File: config.mk
export PLATFORM = sky130hd
export DESIGN_NAME = tcs_trigger_switch
export DESIGN_NICKNAME = d
export VERILOG_FILES = /design/src/tcs_pkg.sv /design/src/tcs_trigger_switch.sv
export SDC_FILE = /design/constraint.sdc
export NUM_CORES = 1
export LEC_CHECK = 0
export BUFFER_PORTS_ARGS = -buffer_cell sky130_fd_sc_hd__buf_2
export CAP_MARGIN = 30
export CORE_MARGIN = 8
export CORE_UTILIZATION = 53
export DETAILED_ROUTE_END_ITERATION = 10
export PLACE_DENSITY_LB_ADDON = 0.12
export SYNTH_ARGS = -nofsm -noshare
export SYNTH_HDL_FRONTEND = slang
export SYNTH_SLANG_ARGS = --single-unit
File: constraint.sdc
create_clock -name clock -period 2.2 [get_ports clock]
set_clock_uncertainty 0.1 [all_clocks]
set_input_delay 0.33 -clock clock [delete_from_list [all_inputs] [get_ports clock]]
set_output_delay 0.33 -clock clock [all_outputs]
set_load 0.02 [all_outputs]
File: src/tcs_pkg.sv
package tcs_pkg;
  localparam logic [5:0] LIVE_SWITCH_ADDR = 6'h01;
  localparam logic [5:0] SCRUB_THRESH_ADDR = 6'h26;
  localparam logic [5:0] SHADOW_ADDR = 6'h27;
  localparam logic [7:0] SHADOW_RESET = 8'h00;
  localparam logic [7:0] LIVE_RESET = 8'h00;
  localparam logic [7:0] SCRUB_THRESH_RESET = 8'h00;
  localparam int FIRST_SEL_LSB = 0;
  localparam int SECOND_SEL_LSB = 2;
  localparam int TX_SEL_LSB = 4;
  localparam int FIRST_EN_BIT = 6;
  localparam int SECOND_EN_BIT = 7;
  localparam logic [2:0] TM_ACTIVE = 3'h0;
  localparam int NUM_TRIG = 5;
  typedef enum logic [1:0] {
    SRC_INVALID = 2'b00,
    SRC_RECEIVER = 2'b01,
    SRC_FIRST_REQ = 2'b10,
    SRC_SECOND_REQ = 2'b11
  } tcs_src_t;
endpackage

File: src/tcs_trigger_switch.sv
`timescale 1ns/1ps
`default_nettype none
module tcs_trigger_switch #(
  parameter bit DUAL_PATH = 1'b1,
  parameter int SCRUB_TICK_CYCLES = 1
) (
  input wire logic clock,
  input wire logic rst_b,
  input wire logic cbus_sel,
  input wire logic cbus_write,
  input wire logic [5:0] cbus_addr,
  input wire logic [7:0] cbus_wdata,
  output logic [7:0] cbus_rdata_q,
  output logic cbus_ack_q,
  input wire logic [4:0] trig_cond,
  input wire logic [4:0] trig_en,
  input wire logic scrub_enable,
  input wire logic [2:0] transmit_mode_field,
  input wire logic [9:0] invalid_bus,
  input wire logic [9:0] receiver_bus,
  input wire logic [9:0] first_req_bus,
  input wire logic [9:0] second_req_bus,
  output logic first_port_parity,
  output logic first_port_control,
  output logic [7:0] first_port_bus,
  output logic first_port_oe,
  output logic second_port_parity,
  output logic second_port_control,
  output logic [7:0] second_port_bus,
  output logic second_port_oe,
  output logic [9:0] tx_source_q,
  output logic tx_idle_q,
  output logic scrubbing_q,
  output logic trigger_q
);
  logic [7:0] shadow_q;
  logic [7:0] live_switch_config;
  logic [7:0] scrub_duration_threshold;
  logic cond_q;
  logic cond_any;
  logic trig_pulse;
  logic wr_en;
  logic [7:0] scrub_left_q;
  logic [15:0] tick_q;
  logic tick;
  logic [9:0] first_src;
  logic [9:0] second_src;
  logic [9:0] tx_src;
  logic [9:0] src_mux [3];

  function automatic logic [9:0] pick(
    input logic [1:0] sel,
    input logic [9:0] inv,
    input logic [9:0] rcv,
    input logic [9:0] fr,
    input logic [9:0] sr
  );
    unique case (tcs_pkg::tcs_src_t'(sel))
      tcs_pkg::SRC_INVALID: pick = inv;
      tcs_pkg::SRC_RECEIVER: pick = rcv;
      tcs_pkg::SRC_FIRST_REQ: pick = fr;
      tcs_pkg::SRC_SECOND_REQ: pick = sr;
    endcase
  endfunction

  assign wr_en = cbus_sel & cbus_write;
  // only the rising edge counts, so a condition that stays true reloads once
  assign cond_any = |(trig_cond & trig_en);
  assign trig_pulse = cond_any & ~cond_q;

  always_ff @(posedge clock or negedge rst_b) begin
    if (!rst_b) begin
      cond_q <= 1'b0;
      trigger_q <= 1'b0;
    end else begin
      cond_q <= cond_any;
      trigger_q <= trig_pulse;
    end
  end

  // only software writes the shadow; a trigger reads it but never clears it
  always_ff @(posedge clock or negedge rst_b) begin
    if (!rst_b) begin
      shadow_q <= tcs_pkg::SHADOW_RESET;
    end else if (wr_en && cbus_addr == tcs_pkg::SHADOW_ADDR) begin
      shadow_q <= cbus_wdata;
    end
  end

  always_ff @(posedge clock or negedge rst_b) begin
    if (!rst_b) begin
      scrub_duration_threshold <= tcs_pkg::SCRUB_THRESH_RESET;
    end else if (wr_en && cbus_addr == tcs_pkg::SCRUB_THRESH_ADDR) begin
      scrub_duration_threshold <= cbus_wdata;
    end
  end

  // trigger beats a same-cycle software write so the loaded setting is always the shadow's
  // a software write to the live register takes effect at once, bypassing the shadow
  always_ff @(posedge clock or negedge rst_b) begin
    if (!rst_b) begin
      live_switch_config <= tcs_pkg::LIVE_RESET;
    end else if (trig_pulse) begin
      live_switch_config <= shadow_q;
    end else if (wr_en && cbus_addr == tcs_pkg::LIVE_SWITCH_ADDR) begin
      live_switch_config <= cbus_wdata;
    end
  end

  // read data is zero outside the answer cycle, so a late sample never shows a stale byte
  always_ff @(posedge clock or negedge rst_b) begin
    if (!rst_b) begin
      cbus_ack_q <= 1'b0;
      cbus_rdata_q <= 8'h00;
    end else begin
      cbus_ack_q <= cbus_sel;
      if (cbus_sel && !cbus_write) begin
        unique case (cbus_addr)
          tcs_pkg::SHADOW_ADDR: cbus_rdata_q <= shadow_q;
          tcs_pkg::LIVE_SWITCH_ADDR: cbus_rdata_q <= live_switch_config;
          tcs_pkg::SCRUB_THRESH_ADDR: cbus_rdata_q <= scrub_duration_threshold;
          default: cbus_rdata_q <= 8'h00;
        endcase
      end else begin
        cbus_rdata_q <= 8'h00;
      end
    end
  end

  // scrub duration is counted in ticks of SCRUB_TICK_CYCLES clocks
  // limitation: a tick longer than 65536 clocks would wrap the 16-bit tick counter
  assign tick = (tick_q == 16'(SCRUB_TICK_CYCLES - 1));

  always_ff @(posedge clock or negedge rst_b) begin
    if (!rst_b) begin
      tick_q <= 16'h0000;
    end else if (trig_pulse || tick) begin
      tick_q <= 16'h0000;
    end else begin
      tick_q <= tick_q + 16'h0001;
    end
  end

  // a zero threshold scrubs nothing even with scrubbing enabled; a new trigger restarts the count
  always_ff @(posedge clock or negedge rst_b) begin
    if (!rst_b) begin
      scrub_left_q <= 8'h00;
      scrubbing_q <= 1'b0;
    end else if (trig_pulse) begin
      scrub_left_q <= scrub_enable ? scrub_duration_threshold : 8'h00;
      scrubbing_q <= scrub_enable && (scrub_duration_threshold != 8'h00);
    end else if (tick && scrub_left_q != 8'h00) begin
      scrub_left_q <= scrub_left_q - 8'h01;
      scrubbing_q <= (scrub_left_q != 8'h01);
    end
  end

  // one four-way mux per selector field: 0 first port, 1 second port, 2 transmitter
  for (genvar g = 0; g < 3; g++) begin : g_src
    localparam int LSB = (g == 0) ? tcs_pkg::FIRST_SEL_LSB :
                         (g == 1) ? tcs_pkg::SECOND_SEL_LSB : tcs_pkg::TX_SEL_LSB;
    assign src_mux[g] = pick(live_switch_config[LSB +: 2], invalid_bus, receiver_bus, first_req_bus,
                             second_req_bus);
  end

  assign first_src = src_mux[0];
  assign second_src = src_mux[1];
  assign tx_src = src_mux[2];

  // a disabled port drives zero behind a low enable, so the pin floats outside this block
  always_ff @(posedge clock or negedge rst_b) begin
    if (!rst_b) begin
      first_port_parity <= 1'b0;
      first_port_control <= 1'b0;
      first_port_bus <= 8'h00;
      first_port_oe <= 1'b0;
    end else begin
      first_port_oe <= live_switch_config[tcs_pkg::FIRST_EN_BIT];
      {first_port_parity, first_port_control, first_port_bus} <=
        live_switch_config[tcs_pkg::FIRST_EN_BIT] ? first_src : 10'h000;
    end
  end

  // the single-path part still stores the second-port bits; only its pins stay quiet
  always_ff @(posedge clock or negedge rst_b) begin
    if (!rst_b) begin
      second_port_parity <= 1'b0;
      second_port_control <= 1'b0;
      second_port_bus <= 8'h00;
      second_port_oe <= 1'b0;
    end else begin
      second_port_oe <= DUAL_PATH && live_switch_config[tcs_pkg::SECOND_EN_BIT];
      {second_port_parity, second_port_control, second_port_bus} <=
        (DUAL_PATH && live_switch_config[tcs_pkg::SECOND_EN_BIT]) ? second_src : 10'h000;
    end
  end

  // idle follows the live selector and the mode as they stand, so a mode change needs no trigger
  always_ff @(posedge clock or negedge rst_b) begin
    if (!rst_b) begin
      tx_source_q <= 10'h000;
      tx_idle_q <= 1'b0;
    end else begin
      tx_source_q <= tx_src;
      tx_idle_q <= (transmit_mode_field == tcs_pkg::TM_ACTIVE) &&
                   (live_switch_config[tcs_pkg::TX_SEL_LSB +: 2] == 2'(tcs_pkg::SRC_INVALID));
    end
  end
endmodule
`default_nettype wire

==> results.cfg <==
[sta]
timing_hold_violations_final = 0
finalCritPeriodShare = 0.9153
tns_ps = 0
worst-slew-pin-transition_ps = 747.9
rsz0062_at_grt = no
maxSlewViolCount = 0
setup_viol = 0
fmax_mhz = 496.6
max-slew-margin-rel = 0.5014
finalCriticalPeriod_ps = 2014

[route]
dr.pass1.iters = 4
ant_nets = 0
routed_via_density = 6.002
routed-via-count = 3535
routedWlPerCell_um = 19.50
detail_route.iter0.violations = 179
drt_wl_total_um = 11480
drt_drc_violations_left = 0

[run]
max_cap_violations = 0

[critical_path]
worstPathMaxFanout = 20
worstPathArrival_ps = 2190
path_cells = inv_1, ha_1, nor3b_2, nand4_1, buf_4, or4_1, a31oi_1
critPathRequiredTime_ps = 2380
r2r_setup_slack_ps = 190
criticalPathCategory = reg2reg
critical_path_sink_type = register
startpoint_type = register
critPathSlowestCell = or4_1
r2r_start = tick_q[0]
r2r_worst_path_depth = 7
crit-reg2reg-capture = scrub_left_q[5]
max_stage_delay_ps = 510

[placed_design]
place_area_um2 = 5258
count_of_port_buffers_added_during_placement = 115
gp_congestion = 0.8707
place_hpwl_um = 8477

[synthesis]
ys_seq_elements = 93
combined_area_of_all_synthesized_cells_um2 = 4548
synth_top_flop_cell = dfrtp_1
postSynthNetCount = 439
synth_warnings = 0
syn_avg_cell_area_um2 = 12.56
synthCells = 362
post_synth_num_cell_types = 44
post_synth_edffs = 0
synth_sequential_area_ratio = 0.5117
async_reset_ff_frac = 1.000

[worst_hold_path]
min-delay-path-class = in2reg
worst_hold_path.num_cells = 1
hold_crit_start = cbus_sel
holdPathEnd = cbus_ack_q

[clock_tree]
cts_post_setup_buffers_inserted = 0
cts_inserted_buffers = 9
clk_transition_reported_paths_ps = 90
numClockSinks = 93
cts.htree.levels = 3
clock_path_buffers = 2
worst_skew_pair.late_latency_ps = 360
cts_tree = yes
cts-root-buf = clkbuf_8

[finish]
nNetsFinal = 557
design_area_um2 = 5533
flow.area_growth_from_synthesis_pct = 21.65
final_layout_size_suffix_gt1_frac = 0.3988
number_of_antenna_diodes = 0

[floorplanning]
io-pin-count = 116
initial_core_util = 0.5508
std_cell_rows = 33
die_w_um = 108.6
core_um2 = 8258
fp.dieH_um = 108.6
fp.dieArea_um2 = 11800

[outcome]
outcome = finished clean

[grt]
antenna_found_initial = 0
grt_util_all_layers = 0.1979
pin_count_of_the_biggest_net_entering_global_routing = 45
grt_pass1_wl_um = 18320
remaining_global_route_overflow = 0
first_global_vias = 3597

[power_and_ir_drop]
power-per-cell-area_nw_per_um2 = 812.3
power.leakage_nw = 2.616
vdd_ir_drop_max_mv = 0.4303
-- power breakdown --
group,internal [mW],switching (mW)
combinational,0.464,0.473
clock,0.865,0.597
sequential,1.89,0.203
-- sequential cells by signal, indices dropped and copies added, names as in the netlist, 8 cells and up --
name / flops
scrub_duration_threshold: 8
second_port_bus: 8
tx_source_q: 10
cbus_rdata_q: 8
live_switch_config: 8
first_port_bus: 8
scrub_left_q: 8
tick_q: 16
shadow_q: 8
-- layer usage --
layer / vias to the layer above / wire [um] / global-route usage
li1: 1604 / - / -
met1: 1783 / 5004 / 0.2648
met2: 134 / 5553 / 0.3134
met3: 14 / 789 / 0.04366
met4: 0 / 138 / 0.06843
met5: - / 0 / 0
-- how the worst max path moves through the flow --
stage | startpoint | endpoint | slack [ps]
finish | tick_q[0] | scrub_left_q[5] | 190
global route | tick_q[11] | scrub_left_q[5] | 60
CTS | tick_q[0] | scrub_left_q[5] | 140
detailed placement | tick_q[0] | scrub_left_q[6] | 160
global placement | tick_q[0] | scrub_left_q[5] | 280
floorplan | tick_q[0] | scrub_left_q[5] | 370
-- synthesized netlist by cell type, types with 2 or more instances --
master / instances / share of area
a21o_1: 3 / 0.0050
a21oi_1: 12 / 0.013
a222oi_1: 9 / 0.020
a31oi_1: 8 / 0.011
and2_1: 23 / 0.032
and3_1: 4 / 0.0055
and4_1: 2 / 0.0039
buf_1: 4 / 0.0033
buf_2: 7 / 0.0077
clkbuf_1: 7 / 0.0058
dfrtp_1: 93 / 0.51
ha_1: 5 / 0.014
inv_1: 6 / 0.0050
mux2_2: 16 / 0.040
mux2i_1: 8 / 0.018
mux4_2: 30 / 0.15
nand2_1: 17 / 0.014
nand3_1: 9 / 0.0099
nand4_1: 7 / 0.0096
nand4b_1: 3 / 0.0058
nor2_1: 26 / 0.021
nor3_1: 3 / 0.0033
nor4_1: 4 / 0.0055
o21ai_0: 18 / 0.020
o31ai_1: 3 / 0.0050
or3_1: 3 / 0.0041
or3_2: 3 / 0.0050
or4_1: 5 / 0.0083
xnor2_1: 4 / 0.0077
xor2_1: 6 / 0.012
-- critical path: cells and delay by family (launching register included) --
family,cells,cell delay [ps]
AO/OA/AOI/OAI,1,190
adder cells (fa/ha/maj),1,140
flip-flops,1,430
AND/OR/NAND/NOR,3,790
buffers and inverters,2,290
-- cells by family (layout without fill, tap and decap cells) --
family          count (synthesis)  count (layout)  share of synthesized area
flops                          93              93                     0.5117
xor+xnor                       10              10                    0.01926
mux                            54              54                     0.2058
compound gates                 56              56                    0.07951
simple gates                  118             118                     0.1450
buf+inv                        26             148                    0.02503
fa+ha+maj                       5               5                    0.01376
-- placed cells by master, fill, tap and decap left out, drive strengths merged, types with 2 or more instances in the layout --
| master | n |
|---|---|
| buf | 125 |
| dfrtp | 93 |
| mux4 | 30 |
| nor2 | 26 |
| and2 | 23 |
| o21ai | 18 |
| nand2 | 17 |
| mux2 | 16 |
| a21oi | 12 |
| a222oi | 9 |
| nand3 | 9 |
| clkbuf | 9 |
| a31oi | 8 |
| mux2i | 8 |
| nand4 | 7 |
| inv | 6 |
| xor2 | 6 |
| or3 | 6 |
| or4 | 5 |
| ha | 5 |
| nor4 | 5 |
| and3 | 4 |
| xnor2 | 4 |
| bufinv | 4 |
| a21o | 3 |
| nor3 | 3 |
| nand4b | 3 |
| o31ai | 3 |
| and4 | 2 |
| clkinv | 2 |
-- area by class of cell --
class / count / area, um2
clock buffers: 9 / 123.9
clock inverters: 6 / 136.4
fillers: 634 / 2725
multi-input cells: 243 / 2112
repair buffers: 126 / 675.6
flip-flops and latches: 93 / 2327
inverters: 7 / 26.28
well taps: 105 / 131.4
-- stage by stage --
stage               total power, mW  hold WS [ps]  utilization  worst slack [ps]  cells
finish                        4.495         47.83       0.6700             186.3    589
global route                  4.700         27.82       0.6700             55.59    589
CTS                           4.517         34.88       0.6694             140.9    589
detailed placement            3.069         212.4       0.6367             156.1    573
global placement              3.031         203.1       0.6367             277.3    573
floorplan                     2.696        -65.59            -             367.6    362
-- what timing repair did --
action | CTS | global route
resized for setup | 0 | 1
endpoints found under the setup margin | 0 | 2
hold buffers | 1 | 0
hold endpoints to repair | 31 | 0
(Power assumes the default switching activity.)
